$ cat src/shared/udc_pkg.sv
package udc_pkg;

  // ----------------------------------------------------------------
  // command codes
  // ----------------------------------------------------------------
  localparam logic [7:0] CMD_CFG_WR  = 8'hf0;
  localparam logic [7:0] CMD_CFG_RD  = 8'hf1;
  localparam logic [7:0] CMD_CNT_WR  = 8'hf2;
  localparam logic [7:0] CMD_CNT_RD  = 8'hf3;
  localparam logic [7:0] CMD_SOFT_RST = 8'hf6;
  localparam logic [7:0] CMD_NONE    = 8'h00;

  // bytes carried by each register command
  localparam logic [1:0] CMD_DATA_BYTES = 2'h2;

  // ----------------------------------------------------------------
  // dma configuration field positions
  // ----------------------------------------------------------------
  localparam int CFG_CNT_TERM_BIT   = 15;
  localparam int CFG_SHORT_TERM_BIT = 14;
  localparam int CFG_EP_SEL_LSB     = 4;
  localparam int CFG_EP_SEL_W       = 4;
  localparam int CFG_ENABLE_BIT     = 3;
  localparam int CFG_BURST_LSB      = 0;
  localparam int CFG_BURST_W        = 2;

  // ----------------------------------------------------------------
  // reset values
  // ----------------------------------------------------------------
  localparam logic [3:0]  EP_SEL_RST = 4'h0;
  localparam logic [1:0]  BURST_RST  = 2'h0;
  localparam logic [15:0] COUNT_RST  = 16'h0000;
  localparam logic [7:0]  BYTE_RST   = 8'h00;

  // ----------------------------------------------------------------
  // burst encodings and lengths in bytes
  // ----------------------------------------------------------------
  localparam logic [1:0] BURST_1  = 2'h0;
  localparam logic [1:0] BURST_4  = 2'h1;
  localparam logic [1:0] BURST_8  = 2'h2;
  localparam logic [1:0] BURST_16 = 2'h3;
  localparam logic [4:0] BURST_LEN_1  = 5'h01;
  localparam logic [4:0] BURST_LEN_4  = 5'h04;
  localparam logic [4:0] BURST_LEN_8  = 5'h08;
  localparam logic [4:0] BURST_LEN_16 = 5'h10;

  // ----------------------------------------------------------------
  // endpoint buffer addressing
  // ----------------------------------------------------------------
  localparam int          BUF_PTR_W     = 11;
  localparam logic [10:0] BUF_DATA_START = 11'h002;

  typedef enum logic [1:0] {
    UDC_IDLE,
    UDC_REQ,
    UDC_GAP
  } udc_dma_st_t;

endpackage : udc_pkg

$ cat src/rtl/udc_sync.sv
`timescale 1ns/1ps
module udc_sync (
  // clock and reset
  input  wire logic clk_sys,
  input  wire logic rst_n,
  input  wire logic clk_en,
  // level crossing
  input  wire logic async_in,
  output logic      sync_out
);

  logic meta_q;

  // the first stage feeds only the second stage
  always_ff @(posedge clk_sys or negedge rst_n) begin
    if (!rst_n) begin
      meta_q   <= 1'b0;
      sync_out <= 1'b0;
    end else if (clk_en) begin
      meta_q   <= async_in;
      sync_out <= meta_q;
    end
  end

endmodule : udc_sync

$ cat src/rtl/udc_dma_cfg.sv
// Overview of operation
// - config register written by F0, read by F1, two data bytes each
// - usb bus reset clears only the enable bit of the configuration
// - counter termination bit set: end of transfer when working count hits zero
// - short packet bit set: short packet on out endpoint ends transfer
// - four bit endpoint field picks the buffer used by dma
// - writing enable one starts dma, writing zero ends it at once
// - reading enable bit shows live dma state, cleared after any stop
// - burst select 1, 4, 8 or 16 bytes, kept over bus reset
// - counter register written by F2, read by F3, sets transfer length
// - counter read returns bytes still to go, not programmed value
// - usb bus reset keeps the programmed counter value
// - each enable from idle reloads working counter from programmed value
// - counter high byte in bits 15..8, low byte in bits 7..0
// - command F6 resets the state like the hardware reset, but pins take their idle levels at once and the synchroniser is kept
// - in buffer is written with data for host, out buffer read
// - end of transfer pin low active when polarity bit is zero
// - request pin and acknowledge input follow their own polarity bits
// - acknowledge only mode when set, request/acknowledge handshake when clear
// - dma starts at third byte, skipping the packet length bytes
`timescale 1ns/1ps
module udc_dma_cfg
  import udc_pkg::*;
(
  // clock and reset
  input  wire logic                 clk_sys,
  input  wire logic                 rst_n,
  input  wire logic                 clk_en,
  // command port from the processor interface
  input  wire logic                 cmd_wr,
  input  wire logic [7:0]           cmd_code,
  input  wire logic                 dat_wr,
  input  wire logic [7:0]           dat_wdata,
  input  wire logic                 dat_rd,
  output logic      [7:0]           rd_data,
  output logic                      rd_valid,
  // usb side events and endpoint status
  input  wire logic                 usb_bus_reset,
  input  wire logic                 ep_dir_out,
  input  wire logic                 buf_avail,
  input  wire logic                 short_pkt,
  // pin mode bits from the hardware configuration
  input  wire logic                 end_of_transfer_polarity,
  input  wire logic                 request_polarity,
  input  wire logic                 acknowledge_polarity,
  input  wire logic                 acknowledge_only_mode,
  // dma pins
  input  wire logic                 dma_acknowledge,
  output logic                      dma_request,
  output logic                      end_of_transfer,
  // endpoint buffer access
  output logic      [3:0]           dma_endpoint_select,
  output logic      [BUF_PTR_W-1:0] buf_ptr,
  output logic                      buf_wr,
  output logic                      buf_rd,
  output logic                      dma_busy
);

  // ----------------------------------------------------------------
  // state
  // ----------------------------------------------------------------
  typedef struct packed {
    logic [7:0]           cmd;
    logic [1:0]           idx;
    logic [7:0]           lo;
    logic                 counter_terminate_enable;
    logic                 short_packet_terminate;
    logic [3:0]           ep_sel;
    logic                 dma_transfer_enable;
    logic [1:0]           burst_length_select;
    logic [15:0]          prog_cnt;
    logic [15:0]          work_cnt;
    udc_dma_st_t          st;
    logic [4:0]           beat;
    logic [BUF_PTR_W-1:0] ptr;
    logic [7:0]           rdat;
    logic                 rvld;
    logic                 req_pin;
    logic                 eot_pin;
    logic                 bwr;
    logic                 brd;
    logic                 ack_prev;
  } udc_state_t;

  // the edge detector starts as if the acknowledge were active, so reset gives no false edge
  localparam udc_state_t ST_RST = '{
    cmd:                      CMD_NONE,
    idx:                      2'h0,
    lo:                       BYTE_RST,
    counter_terminate_enable: 1'b0,
    short_packet_terminate:   1'b0,
    ep_sel:                   EP_SEL_RST,
    dma_transfer_enable:      1'b0,
    burst_length_select:      BURST_RST,
    prog_cnt:                 COUNT_RST,
    work_cnt:                 COUNT_RST,
    st:                       UDC_IDLE,
    beat:                     5'h00,
    ptr:                      BUF_DATA_START,
    rdat:                     BYTE_RST,
    rvld:                     1'b0,
    req_pin:                  1'b0,
    eot_pin:                  1'b0,
    bwr:                      1'b0,
    brd:                      1'b0,
    ack_prev:                 1'b1
  };

  udc_state_t s_q;
  udc_state_t s_d;

  // ----------------------------------------------------------------
  // acknowledge pin crossing
  // ----------------------------------------------------------------
  logic ack_sync;

  // two flops keep a skewed acknowledge from reaching the engine half settled
  udc_sync u_ack_sync (
    .clk_sys  (clk_sys),
    .rst_n    (rst_n),
    .clk_en   (clk_en),
    .async_in (dma_acknowledge),
    .sync_out (ack_sync)
  );

  // ----------------------------------------------------------------
  // helpers
  // ----------------------------------------------------------------
  // burst length in bytes for each select code
  function automatic logic [4:0] burst_bytes(input logic [1:0] sel);
    logic [4:0] n;
    n = BURST_LEN_1;
    unique case (sel)
      BURST_1:  n = BURST_LEN_1;
      BURST_4:  n = BURST_LEN_4;
      BURST_8:  n = BURST_LEN_8;
      BURST_16: n = BURST_LEN_16;
    endcase
    return n;
  endfunction : burst_bytes

  // reserved bits 13..8 and 2 are never stored
  function automatic logic [15:0] cfg_word(input udc_state_t s);
    logic [15:0] w;
    w = 16'h0000;
    w[CFG_CNT_TERM_BIT]                           = s.counter_terminate_enable;
    w[CFG_SHORT_TERM_BIT]                         = s.short_packet_terminate;
    w[CFG_EP_SEL_LSB +: CFG_EP_SEL_W]             = s.ep_sel;
    w[CFG_ENABLE_BIT]                             = s.dma_transfer_enable;
    w[CFG_BURST_LSB +: CFG_BURST_W]               = s.burst_length_select;
    return w;
  endfunction : cfg_word

  // ----------------------------------------------------------------
  // next state
  // ----------------------------------------------------------------
  logic        ack_act;
  logic        ack_edge;
  logic        byte_ok;
  logic        term_cnt;
  logic        term_short;
  logic [15:0] wword;
  logic [15:0] rword;
  logic        req_on;

  always_comb begin
    s_d        = s_q;
    s_d.rvld   = 1'b0;
    s_d.bwr    = 1'b0;
    s_d.brd    = 1'b0;
    s_d.eot_pin = 1'b0;
    wword      = {dat_wdata, s_q.lo};
    rword      = 16'h0000;

    // ----------------------------------------------------------------
    // acknowledge edge and end conditions
    // ----------------------------------------------------------------
    // one long acknowledge moves one byte only, hence the edge
    // acknowledge polarity
    ack_act    = acknowledge_polarity ? ack_sync : ~ack_sync;
    ack_edge   = ack_act & ~s_q.ack_prev;
    s_d.ack_prev = ack_act;

    term_cnt   = s_q.dma_transfer_enable && s_q.counter_terminate_enable &&
                 (s_q.work_cnt == 16'h0000);
    // only an out endpoint receives, so an in target never ends this way
    // short packet ends transfer
    term_short = s_q.dma_transfer_enable && s_q.short_packet_terminate &&
                 ep_dir_out && short_pkt;

    // no byte moves in the cycle that ends the transfer, so the count never overruns
    // handshake mode
    byte_ok    = s_q.dma_transfer_enable && ack_edge && buf_avail &&
                 !term_cnt && !term_short &&
                 (acknowledge_only_mode || s_q.st == UDC_REQ);

    // ----------------------------------------------------------------
    // dma engine
    // ----------------------------------------------------------------
    if (byte_ok) begin
      // in buffer filled, out buffer drained
      s_d.bwr  = ~ep_dir_out;
      s_d.brd  = ep_dir_out;
      s_d.ptr  = s_q.ptr + 11'h001;
      if (s_q.work_cnt != 16'h0000) begin
        s_d.work_cnt = s_q.work_cnt - 16'h0001;
      end
      if (s_q.beat + 5'h01 >= burst_bytes(s_q.burst_length_select)) begin
        s_d.beat = 5'h00;
        if (!acknowledge_only_mode) begin
          s_d.st = UDC_GAP;
        end
      end else begin
        s_d.beat = s_q.beat + 5'h01;
      end
    end

    unique case (s_q.st)
      UDC_IDLE: s_d.beat = 5'h00;
      UDC_REQ:  ;
      UDC_GAP:  if (!byte_ok) s_d.st = UDC_REQ;
      default:  s_d.st = UDC_IDLE;
    endcase

    if (term_cnt || term_short) begin
      s_d.dma_transfer_enable = 1'b0;
      s_d.st                  = UDC_IDLE;
      s_d.eot_pin             = 1'b1;
    end

    // ----------------------------------------------------------------
    // command port
    // ----------------------------------------------------------------
    // a lone first byte only parks in lo; nothing commits until the high byte
    if (cmd_wr) begin
      s_d.cmd = cmd_code;
      s_d.idx = 2'h0;
      if (cmd_code == CMD_SOFT_RST) begin
        s_d = ST_RST;
      end
    end else if (dat_wr && s_q.idx < CMD_DATA_BYTES) begin
      s_d.idx = s_q.idx + 2'h1;
      if (s_q.idx == 2'h0) begin
        s_d.lo = dat_wdata;
      end else if (s_q.cmd == CMD_CFG_WR) begin
        s_d.counter_terminate_enable = wword[CFG_CNT_TERM_BIT];
        s_d.short_packet_terminate   = wword[CFG_SHORT_TERM_BIT];
        s_d.ep_sel                   = wword[CFG_EP_SEL_LSB +: CFG_EP_SEL_W];
        s_d.burst_length_select      = wword[CFG_BURST_LSB +: CFG_BURST_W];
        if (wword[CFG_ENABLE_BIT]) begin
          // enable written again while running leaves the transfer untouched
          if (!s_q.dma_transfer_enable) begin
            s_d.dma_transfer_enable = 1'b1;
            s_d.st                  = UDC_REQ;
            s_d.beat                = 5'h00;
            s_d.ptr                 = BUF_DATA_START;
            s_d.work_cnt            = s_q.prog_cnt;
          end
        end else begin
          s_d.dma_transfer_enable = 1'b0;
          s_d.st                  = UDC_IDLE;
        end
      end else if (s_q.cmd == CMD_CNT_WR) begin
        s_d.prog_cnt = wword;
        // while idle the working count follows, so a read shows the new length
        if (!s_q.dma_transfer_enable) begin
          s_d.work_cnt = wword;
        end
      end
    end else if (dat_rd && s_q.idx < CMD_DATA_BYTES) begin
      s_d.idx  = s_q.idx + 2'h1;
      s_d.rvld = 1'b1;
      if (s_q.cmd == CMD_CFG_RD) begin
        rword = cfg_word(s_q);
      end else if (s_q.cmd == CMD_CNT_RD) begin
        rword = s_q.work_cnt;
      end
      s_d.rdat = (s_q.idx == 2'h0) ? rword[7:0] : rword[15:8];
    end

    // ----------------------------------------------------------------
    // usb bus reset and pin levels
    // ----------------------------------------------------------------
    // applied last so it wins over an enable written in the same cycle
    // bus reset drops enable only
    if (usb_bus_reset && !(cmd_wr && cmd_code == CMD_SOFT_RST)) begin
      s_d.dma_transfer_enable = 1'b0;
      s_d.st                  = UDC_IDLE;
    end

    // request only in handshake mode and only while data can move
    // it drops for a cycle after each burst so the controller sees a fresh edge
    req_on      = s_d.st == UDC_REQ && s_d.dma_transfer_enable &&
                  !acknowledge_only_mode && buf_avail;
    s_d.req_pin = request_polarity ? req_on : ~req_on;
    s_d.eot_pin = end_of_transfer_polarity ? s_d.eot_pin : ~s_d.eot_pin;
  end

  // ----------------------------------------------------------------
  // registers
  // ----------------------------------------------------------------
  // pins reset low; the polarity-correct idle level appears one edge later
  // clk_en low holds every field and the synchroniser, so acks are missed while frozen
  always_ff @(posedge clk_sys or negedge rst_n) begin
    if (!rst_n) begin
      s_q <= ST_RST;
    end else if (clk_en) begin
      s_q <= s_d;
    end
  end

  // ----------------------------------------------------------------
  // outputs
  // ----------------------------------------------------------------
  // every pin comes straight from the state register
  assign rd_data             = s_q.rdat;
  assign rd_valid            = s_q.rvld;
  assign dma_request         = s_q.req_pin;
  assign end_of_transfer     = s_q.eot_pin;
  assign dma_endpoint_select = s_q.ep_sel;
  assign buf_ptr             = s_q.ptr;
  assign buf_wr              = s_q.bwr;
  assign buf_rd              = s_q.brd;
  assign dma_busy            = s_q.dma_transfer_enable;

endmodule : udc_dma_cfg

$ cat config.mk
export PLATFORM = sky130hd
export DESIGN_NAME = udc_dma_cfg
export DESIGN_NICKNAME = d
export VERILOG_FILES = /design/src/shared/udc_pkg.sv /design/src/rtl/udc_sync.sv /design/src/rtl/udc_dma_cfg.sv
export SDC_FILE = /design/constraint.sdc
export NUM_CORES = 1
export LEC_CHECK = 0
export ABC_AREA = 0
export BUFFER_PORTS_ARGS = -buffer_cell sky130_fd_sc_hd__buf_2
export CAP_MARGIN = 20
export CORE_MARGIN = 3
export CORE_UTILIZATION = 53
export DETAILED_ROUTE_END_ITERATION = 7
export GPL_ROUTABILITY_DRIVEN = 0
export PLACE_DENSITY = 0.75
export SLEW_MARGIN = 20
export SYNTH_ARGS = -nofsm -noshare
export SYNTH_HDL_FRONTEND = slang
export SYNTH_HIERARCHICAL = 1
export SYNTH_SLANG_ARGS = --single-unit
$ cat constraint.sdc
create_clock -name clk_sys -period 2.9 [get_ports clk_sys]
set_clock_uncertainty 0.1 [all_clocks]
set_input_delay 0.58 -clock clk_sys [delete_from_list [all_inputs] [get_ports clk_sys]]
set_output_delay 0.58 -clock clk_sys [all_outputs]
set_load 0.1 [all_outputs]
Word level (Yosys, flattened, before mapping):

Cells that the tools add are included.
W data, S select, Z words.

* add/subtract/negate cells: 4
* $lt $le $gt $ge: 2
* equality and inequality tests: 15
* mux-type cells: 44
* bitwise logic cells: 6
* reduce and logical (&&, ||, !) cells: 41

Operators by type and width (number)
* $mux W16: 8
* $mux W91: 1
* $mux W78: 1
* $mux W34: 2
* $mux W67: 1
* $mux W59: 1
* $eq A8 B8 Y1 const B: 5
* $mux W32: 1
* $mux W9: 3
* $pmux W5 S4: 1
* $mux W18: 1
* $mux W2: 9
* $logic_and A1 B1 Y1: 17
* $logic_not A16 Y1: 1
* $mux W8: 2
* $reduce_bool A16 Y1: 1
* $sub A16 B1 Y16 const B: 1
* $mux W5: 3
* $add A11 B1 Y11 const B: 1
* $reduce_bool A2 Y1: 5
* $mux W1: 8
* $reduce_and A4 Y1: 2
* $eq A2 B1 Y1 const B: 3
* $eq A2 B2 Y1 const B: 3
* other kinds (18): 31

* register bits: 93
* output and inout port bits: 29
* logic and storage cells: 134

Longest topological paths before layout:

Gate-level depths: netlist of the first run.

* word-level depth: 28
* gate-level depth with buffers: 11

Modules after synthesis:

The synthesis of the first run kept the hierarchy.

Modules (own cells, without submodules)
* udc_dma_cfg: instances 1, cells an instance 593, area each 5365.1 um^2
* udc_sync: instances 1, cells an instance 4, area each 72.6 um^2

Worst setup path after synthesis of the first run:

No wires, ideal clock.

* kind: register to register
* start point: reg s_q, in the netlist dma_busy
* end point: reg s_q[41] (netlist name)
* library setup time: 0.124 ns
* data arrival time: 2.909 ns
* slack: -0.233 ns
* stages on the path, launching flop included: 8
* period minus slack after synthesis: 3.133 ns
* path through: dfrtp_1 > and3b_1 > o2111ai_1 > a2111oi_2 > nand2_1 > o31ai_1 > nand2_1 > a211o_1

* cells in the longest elaborated chain, start to end: 13

Ends and longest elaborated chain
* start, declared: line udc_dma_cfg.sv:109 `udc_state_t s_q;`
* start signal, assigned: line udc_dma_cfg.sv:306 `s_q <= ST_RST;`
* start signal, assigned: line udc_dma_cfg.sv:308 `s_q <= s_d;`
* $logic_and A1 B1 Y1, on equally long branches (2 in a row): line udc_dma_cfg.sv:184, udc_dma_cfg.sv:188
* $logic_not A1 Y1 or $logic_and A1 B1 Y1 (tied branches): line udc_dma_cfg.sv:194, udc_dma_cfg.sv:189
* $logic_and A1 B1 Y1 or $logic_not A1 Y1 (tied branches): line udc_dma_cfg.sv:193, udc_dma_cfg.sv:194
* $logic_and A1 B1 Y1 (2 in a row): line udc_dma_cfg.sv:194 `!term_cnt && !term_short &&`
* $mux W34: line udc_dma_cfg.sv:200 `if (byte_ok) begin`
* $mux W16 or $mux W34 (tied branches): line udc_dma_cfg.sv:266, udc_dma_cfg.sv:252
* $mux W32 or $mux W16 (tied branches): line udc_dma_cfg.sv:263, udc_dma_cfg.sv:250
* $mux W16: line udc_dma_cfg.sv:245 `end else if (s_q.cmd == CMD_CFG_WR) begin`
* $mux W59: line udc_dma_cfg.sv:243 `if (s_q.idx == 2'h0) begin`
* $mux W67: line udc_dma_cfg.sv:241 `end else if (dat_wr && s_q.idx < CMD_DATA_BYTES) begin`
* $mux W78 *: line udc_dma_cfg.sv:235 `if (cmd_wr) begin`

Mark *: on every way between the ends. The rest lies on a longest branch, timed or not. The select of a mux whose other input is x is not followed.
A chain may end at the register's enable or synchronous reset.

Final worst setup path of the first run:

* start point: reg s_q[34] (netlist name)
* end point: reg s_q[44] (netlist name)

* cells in the longest elaborated chain, start to end: 13

Ends and longest elaborated chain (line)
* branches (longest 6 deep; another with $sub A16 B1 Y16)
* $mux W34 *: udc_dma_cfg.sv:200
* $mux W16 or $mux W34 (tied branches): udc_dma_cfg.sv:266, udc_dma_cfg.sv:252
* $mux W32 or $mux W16 (tied branches): udc_dma_cfg.sv:263, udc_dma_cfg.sv:250
* $mux W16: udc_dma_cfg.sv:245
* $mux W59: udc_dma_cfg.sv:243
* $mux W67: udc_dma_cfg.sv:241
* $mux W78 *: udc_dma_cfg.sv:235

Every way passes the cells marked *. The select of a mux whose other input is x is not followed.

==> results.txt, run 1 <==
----------------------------------------------------
[Outcome]
  Result of the run ... completed

[Timing]
  Final Hold Violating Endpoints ... 0
  Max-slew violations ... 0
  Relative slew slack ... 45.4%
  Final number of setup-violating endpoints ... 0
  Final-layout worst hold slack ... 0.0753 ns
  F_max ... 356 MHz
  Slew at the pin closest to its max-slew limit ... 0.819 ns
  Share of the clock period used by the worst path after layout ... 96.9%
  Min Clock Period, post-route ... 2.81 ns

[Routing]
  Final wirelength ... 14.9 mm
  Post-detailed-route DRC marker count ... 0
  Detail-routed net length per standard cell ... 18.9 µm
  Final antenna-violating net count ... 0
  Count of vias placed by the detailed router ... 4984
  Iteration-0 DRC Markers ... 529
  Per-cell via count in the routed design ... 6.33
  Pre-Repair DR Iteration Count ... 5

[Floorplan]
  Placeable core region ... 9860 µm²
  Die ar. ... 11500 µm²
  Die X-Extent ... 107 µm
  Die Ht ... 107 µm
  Cell Rows ... 36
  Initial core utilization ... 55.1%
  Number of ports placed on the die boundary ... 60

[Layout]
  Most frequent cells in the layout ... 90 x sky130_fd_sc_hd__dfrtp_1, 66 x sky130_fd_sc_hd__nand2_1, 58 x sky130_fd_sc_hd__buf_2, 40 x sky130_fd_sc_hd__nor2_1, 39 x sky130_fd_sc_hd__o21ai_0
  Commonest non-fill, non-tap cell in the layout ... sky130_fd_sc_hd__dfrtp_1
  Filler cell count in the final layout ... 849
  Fraction of layout cells with a size suffix above 1 ... 20.3%
  Net count of the finished layout ... 688
  Area growth from synthesis to layout ... 13.2%
  Non-Filler Instances ... 787
  Number of antenna repair diodes ... 0

[Pwr]
  Total leakage power ... 2.78 nW
  Peak VDD IR ... 0.000340 V
  Proportion of total power due to net switching ... 33.4%
  PD cells ... 578 nW/µm²
  Internal Dissipation ... 2.37 mW
  Sequential Power Share ... 44.5%
  Switching power ... 1.19 mW
  Total chip power ... 3.56 mW
  Clock network fraction of total power ... 29.4%
  Share of power burned in combinational logic ... 26.0%

[Clock tree]
  TritonCTS clock tree ... built
  CTS Root Buffer Type ... sky130_fd_sc_hd__clkbuf_8
  Total clock buffers created by CTS ... 9
  Clock net sink count ... 93
  Clock latency on the worst-skew pair ... 0.37 ns
  # H-tree levels ... 3
  Clock-pin slew on the worst setup and hold paths ... 0.09 ns
  Number of buffers on the longest clock path ... 2
  Number of buffers inserted by hold repair at cts ... 0

[Yosys]
  Proportion of synthesized chip area in sequential cells ... 42.8%
  Net count after synthesis ... 636
  Combined area of all synthesized cells ... 5440 µm²
  Unique cell type count in the Yosys netlist ... 71
  Mapped Cells ... 597
  Mean Syn Cell Area ... 9.11 µm²
  #FFs+latches synth ... 93
  Prevailing post-synth register cell ... sky130_fd_sc_hd__dfrtp_1
  Total of warnings raised by yosys ... 6
  Async SR Flop Fraction ... 100%
  Dominant cell type by area after synthesis ... sky130_fd_sc_hd__dfrtp_1
  Number of synthesized flops with an enable pin ... 0
  Share of the synthesized area in the top cell type ... 41.9%
  Top area cells in the synthesized netlist ... sky130_fd_sc_hd__dfrtp_1 42%, sky130_fd_sc_hd__nand2_1 4.6%, sky130_fd_sc_hd__o21ai_0 3.7%

[Worst setup path]
  CP max-delay cell ... sky130_fd_sc_hd__or4_1
  Arrival time of the worst setup path ... 2.95 ns
  Sort of element at the start of the critical path ... flop
  Maximum single-stage delay on the critical path ... 0.63 ns
  Crit path cell chain ... or4_1 > nor3b_4 > or4b_4 > xor2_1 > a22oi_1 > o311ai_1 > o311ai_1
  Worst r2r path cells ... 7
  Critical Path RT ... 3.04 ns
  CP Max Fanout ... 5
  Most numerous cell on the critical path ... sky130_fd_sc_hd__o311ai_1
  Critical Path End Type ... flop
  WS Path Type ... reg -> reg

[Global route]
  Gr ovfl total ... 0
  Antenna violations before repair ... 0
  Maximum number of pins on one net before global-route repair ... 57
  Vias in the first global route ... 4621
  First-pass GRT wire length ... 23.7 mm
  Global routing usage summed across all routing layers ... 26.6%

[Run]
  Max-capacitance violation count ... 0

[Placement]
  Count of buffers inserted at the top-level ports ... 59
  Total placed cells including tap cells ... 768
  Placed wire-length estimate ... 11.1 mm

[Min path]
  Type of the tightest min-delay check ... in -> async

----------------------------------------------------
## sequential cells by signal, indices dropped and copies added, names as in the netlist
signal               flops
u_ack_sync/sync_out      1
buf_wr                   1
end_of_transfer          1
rd_valid                 1
u_ack_sync/meta_q        1
buf_ptr                 11
dma_endpoint_select      4
dma_request              1
rd_data                  8
s_q                     62
dma_busy                 1
buf_rd                   1
## cells by family after synthesis
family                     share of synthesized area [%]
AOI/OAI and AO/OA                                   23.1
xor gates and xnor gates                            3.06
adders and majority gates                           1.84
buffers and inverters                               6.88
DFF                                                 42.8
muxes                                               3.24
and+or+nand+nor                                     19.1
## routing by layer
layer | vias up | routed length [µm] | global-route usage [%] | part of all wire, %
met5 | - | 0 | 0 | 0
met4 | 0 | 463 | 11.6 | 3.1
met3 | 47 | 1420 | 5.58 | 9.5
met2 | 290 | 6730 | 39.6 | 45
met1 | 2369 | 6250 | 37.7 | 42
li1 | 2278 | - | - | -
## power groups by stage
stage	combinational (mW)	sequential, mW	clock (mW)
after CTS	0.894	1.58	1.06
after floorplan	0.578	1.58	0
after global routing	0.999	1.60	1.11
after detailed placement	0.888	1.60	0
after global placement	0.868	1.59	0
final	0.926	1.59	1.05
## final cells by class
class / count / area, µm² / area share, %
clock inverters: 4 / 95.1 / 1.54
inverters: 23 / 86.3 / 1.40
well taps: 133 / 166 / 2.70
multi-input cells: 428 / 2760 / 44.8
clock buffers: 12 / 145 / 2.36
repair buffers: 94 / 573 / 9.31
flip-flops and latches: 93 / 2330 / 37.9
## path summary, 6_finish.rpt
| check | start | endpoint | slack, ns |
|---|---|---|---|
| setup / recovery | s_q[34] | s_q[44] | 0.09 |
| hold / removal | rst_n | buf_ptr[7] | 0.08 |
| setup reg to reg | s_q[34] | s_q[44] | 0.09 |
| hold reg to reg | rd_data[4] | rd_data[4] | 0.38 |
| max in group asynchronous | rst_n | s_q[53] | 1.92 |
| min in group clk_sys | cmd_code[7] | s_q[90] | 0.34 |
## worst max-delay path: cells and delay by family, from the launching register on
family,cells,cell delay [ns]
AOI/OAI and AO/OA,3,0.55
DFF,1,0.44
and+or+nand+nor,3,1.40
xor gates and xnor gates,1,0.19
## cells in the mapped netlist (4+ instances only)
cell type                  instances
sky130_fd_sc_hd__or4_1             4
sky130_fd_sc_hd__o22ai_1          13
sky130_fd_sc_hd__and3_1           10
sky130_fd_sc_hd__nand2_1          66
sky130_fd_sc_hd__a22o_1           19
sky130_fd_sc_hd__o31ai_1          11
sky130_fd_sc_hd__a21oi_1          23
sky130_fd_sc_hd__nor2_1           40
sky130_fd_sc_hd__buf_4            23
sky130_fd_sc_hd__inv_1            22
sky130_fd_sc_hd__a31oi_1           5
sky130_fd_sc_hd__xnor2_1           7
sky130_fd_sc_hd__nor2b_1           5
sky130_fd_sc_hd__nand4_1           4
sky130_fd_sc_hd__and2_1            4
sky130_fd_sc_hd__nor3_1            4
sky130_fd_sc_hd__clkbuf_1         26
sky130_fd_sc_hd__nand2b_1         14
sky130_fd_sc_hd__xor2_1           12
sky130_fd_sc_hd__mux2_2            9
sky130_fd_sc_hd__o21ai_0          40
sky130_fd_sc_hd__ha_1              8
sky130_fd_sc_hd__o21ai_1          16
sky130_fd_sc_hd__dfrtp_1          91
sky130_fd_sc_hd__a22oi_1          19
sky130_fd_sc_hd__nor4_1            6
sky130_fd_sc_hd__nand3_1          23
## per-stage QoR
step	TNS (ns)	setup WS, ns	utilization (%)	cell area, µm²
6_report	0	0.0895	62.4	6160
3_5_place_dp	0	0.0370	59.5	5870
4_1_cts	0	0.0423	62.0	6110
2_1_floorplan	0	0.0597	-	5440
3_3_place_gp	0	0.115	59.5	5870
5_1_grt	-0.0203	-0.0203	62.4	6160
## what timing repair did
action / CTS / global route
pin swaps: 0 / 3
setup buffers: 0 / 3
resized for setup: 1 / 5
endpoints found under the setup margin: 1 / 2
(Power assumes the default switching activity.)
==> run 2, diff against run 1 <==
--- a/config.mk
+++ b/config.mk
@@ -12,6 +12,7 @@
 export CORE_UTILIZATION = 53
 export DETAILED_ROUTE_END_ITERATION = 7
 export GPL_ROUTABILITY_DRIVEN = 0
+export GPL_TIMING_DRIVEN = 0
 export PLACE_DENSITY = 0.75
 export SLEW_MARGIN = 20
 export SYNTH_ARGS = -nofsm -noshare
==> results.txt, run 2 (synthesis gave the netlist of run 1 again) <==
----------------------------------------------------
[Routing]
  Post-detailed-route DRC marker count ... 0 (unchanged)
  Per-cell via count in the routed design ... 6.11 (-3.5%)
  Final wirelength ... 15.1 mm (+1.3%)
  Pre-Repair DR Iteration Count ... 7 (+2)
  Detail-routed net length per standard cell ... 18.5 µm (-2.1%)
  Final antenna-violating net count ... 0 (unchanged)
  Count of vias placed by the detailed router ... 4975 (-0.18%)
  Iteration-0 DRC Markers ... 527 (-0.38%)

[Pwr]
  Internal Dissipation ... 2.22 mW (-6.5%)
  Proportion of total power due to net switching ... 35.0% (+1.6 points)
  Share of power burned in combinational logic ... 27.5% (+1.5 points)
  Total chip power ... 3.41 mW (-4.2%)
  Switching power ... 1.19 mW (+0.46%)
  Peak VDD IR ... 0.000375 V (+10%)
  Clock network fraction of total power ... 26.0% (-3.4 points)
  Total leakage power ... 2.81 nW (+1.2%)
  Sequential Power Share ... 46.5% (+2.0 points)
  PD cells ... 542 nW/µm² (-6.2%)

[Global route]
  Maximum number of pins on one net before global-route repair ... 53 (-7.0%)
  Vias in the first global route ... 4737 (+2.5%)
  Gr ovfl total ... 0 (unchanged)
  Antenna violations before repair ... 0 (unchanged)
  First-pass GRT wire length ... 24.3 mm (+2.8%)
  Global routing usage summed across all routing layers ... 27.0% (+0.39 points)

[Layout]
  Net count of the finished layout ... 716 (+4.1%)
  Non-Filler Instances ... 814 (+3.4%)
  Largest Register ... s_q
  Sequential Area ... 2330 µm² (+0.16%)
  Combined area of the multi-input logic cells ... 2810 µm² (+1.8%)
  Largest register FFs ... 62 (unchanged)
  Fraction of layout cells with a size suffix above 1 ... 21.4% (+1.1 points)
  Most frequent cells in the layout ... 87 x sky130_fd_sc_hd__dfrtp_1, 66 x sky130_fd_sc_hd__nand2_1, 58 x sky130_fd_sc_hd__buf_2, 39 x sky130_fd_sc_hd__nor2_1, 39 x sky130_fd_sc_hd__o21ai_0
  Share of the core filled with cells ... 63.8% (+1.4 points)
  Commonest non-fill, non-tap cell in the layout ... sky130_fd_sc_hd__dfrtp_1
  Area growth from synthesis to layout ... 15.7%
  Number of antenna repair diodes ... 0 (unchanged)
  Filler cell count in the final layout ... 842 (-0.82%)

[Clock tree]
  Clock latency on the worst-skew pair ... 0.37 ns (about the same)
  Number of buffers on the longest clock path ... 2 (unchanged)
  Total clock buffers created by CTS ... 9 (unchanged)
  CTS Root Buffer Type ... sky130_fd_sc_hd__clkbuf_8
  Clock-pin slew on the worst setup and hold paths ... 0.09 ns (about the same)
  Clock net sink count ... 93 (unchanged)
  # H-tree levels ... 3 (unchanged)
  TritonCTS clock tree ... built
  Number of buffers inserted by hold repair at cts ... 0 (unchanged)

[Placement]
  Total placed cells including tap cells ... 790 (+2.9%)
  Placed wire-length estimate ... 11.3 mm (+1.6%)
  Count of buffers inserted at the top-level ports ... 59 (unchanged)

[Worst setup path]
  CP Launch Point ... s_q[41]
  Slack of the worst reg-to-reg path ... 0.01 ns (-0.08 ns)
  Critical Path RT ... 3.03 ns (about the same)
  R2R Path End ... s_q[44]
  Crit path to ... s_q[44]
  Sort of element at the start of the critical path ... flop
  CP Max Fanout ... 5 (unchanged)
  Worst r2r path cells ... 8 (+1)
  Startpoint of the worst register-to-register path ... s_q[41]
  Critical Path End Type ... flop
  Arrival time of the worst setup path ... 3.02 ns (+0.07 ns)
  WS Path Type ... reg -> reg

[Timing]
  Share of the clock period used by the worst path after layout ... 99.5% (+2.6 points)
  Min Clock Period, post-route ... 2.89 ns (+0.0758 ns)
  Final-layout worst hold slack ... 0.0211 ns (-0.0542 ns)
  Final number of setup-violating endpoints ... 0 (unchanged)
  Fin Setup TNS ... 0 ns (unchanged)
  F_max ... 346 MHz (-2.6%)
  Slew at the pin closest to its max-slew limit ... 1.16 ns (+0.336 ns)
  Max-slew violations ... 0 (unchanged)
  Relative slew slack ... 21.9% (-23 points)
  Final Hold Violating Endpoints ... 0 (unchanged)
  Unrepaired setup endpoints after global routing ... true

[Floorplan]
  Die X-Extent ... 107 µm (unchanged)
  Placeable core region ... 9860 µm² (unchanged)
  Number of ports placed on the die boundary ... 60 (unchanged)
  Initial core utilization ... 55.1% (unchanged)
  Die ar. ... 11500 µm² (unchanged)
  Die Ht ... 107 µm (unchanged)
  Cell Rows ... 36 (unchanged)

[Run]
  Max-capacitance violation count ... 0 (unchanged)

[Outcome]
  Result of the run ... completed

[Min path]
  Type of the tightest min-delay check ... in -> async

----------------------------------------------------
run 2: cell types whose count changed in the layout (fill, tap and decap cells not counted), sizes merged:
cell and change:
buf +4, bufinv -2, clkbuf +26, clkinv -1
run 2: metal layers:
metal / vias to the layer above / wire length, µm / global-route usage, %
met1: 2368 / 6370 / 37.9
met4: 0 / 514 / 10.0
li1: 2323 / - / -
met2: 238 / 6830 / 41.4
met5: - / 0 / 0
met3: 46 / 1340 / 5.58
run 2: power by group through the flow:
stage                     sequential (mW)  clock (mW)  combinational (mW)
after CTS                            1.56       0.896               0.899
after global placement               1.57           0               0.836
after global routing                 1.61       0.948                1.03
after floorplan                      1.58           0               0.578
after detailed placement             1.58           0               0.856
final                                1.59       0.887               0.937
run 2: worst min-delay path by stage:
stage | from | end | slack (ns) | cells past startpoint
after detailed placement | rd_valid | rd_valid | 0.38 | 1
after global placement | rd_data[1] | rd_data[1] | 0.37 | 2
after floorplan | rst_n | buf_ptr[0] | 0.18 | 0
after global routing | rst_n | buf_ptr[7] | 0.04 | 1
final | rst_n | buf_ptr[7] | 0.02 | 1
after CTS | rst_n | buf_ptr[7] | 0.02 | 1
run 2: stage by stage:
| stage | setup WS (ns) | area [µm²] |
|---|---|---|
| floorplan | 0.0597 | 5440 |
| global placement | -0.398 | 5900 |
| detailed placement | -0.405 | 5930 |
| CTS | -0.0816 | 6170 |
| global route | -0.0836 | 6290 |
| finish | 0.0137 | 6290 |
run 2: area by class of cell:
cell class	instances	share of cell area (%)
plain buffers	51	4.61
clock buffers	14	2.59
clock inverters	1	0.477
inverters	23	1.37
multi-input cells	428	44.6
flip-flops and latches	93	37.1
well taps	133	2.65
repair buffers	71	6.54
run 2: worst max-delay path, cell delays in order (launching register included):
cell                       delay [ns]
sky130_fd_sc_hd__dfrtp_1         0.46
sky130_fd_sc_hd__or4_4           0.51
sky130_fd_sc_hd__buf_6           0.14
sky130_fd_sc_hd__or2_4           0.24
sky130_fd_sc_hd__or4b_4          0.56
sky130_fd_sc_hd__xor2_2          0.16
sky130_fd_sc_hd__a22oi_1         0.10
sky130_fd_sc_hd__o311ai_1        0.32
sky130_fd_sc_hd__o311ai_1        0.15
run 2: what timing repair did:
item,4_1_cts,5_1_grt
cloned,0,0
setup buffers,2,9
hold endpoints to repair,0,0
pin swaps,1,12
gates resized for setup,4,24
endpoints found under the setup margin,14,31
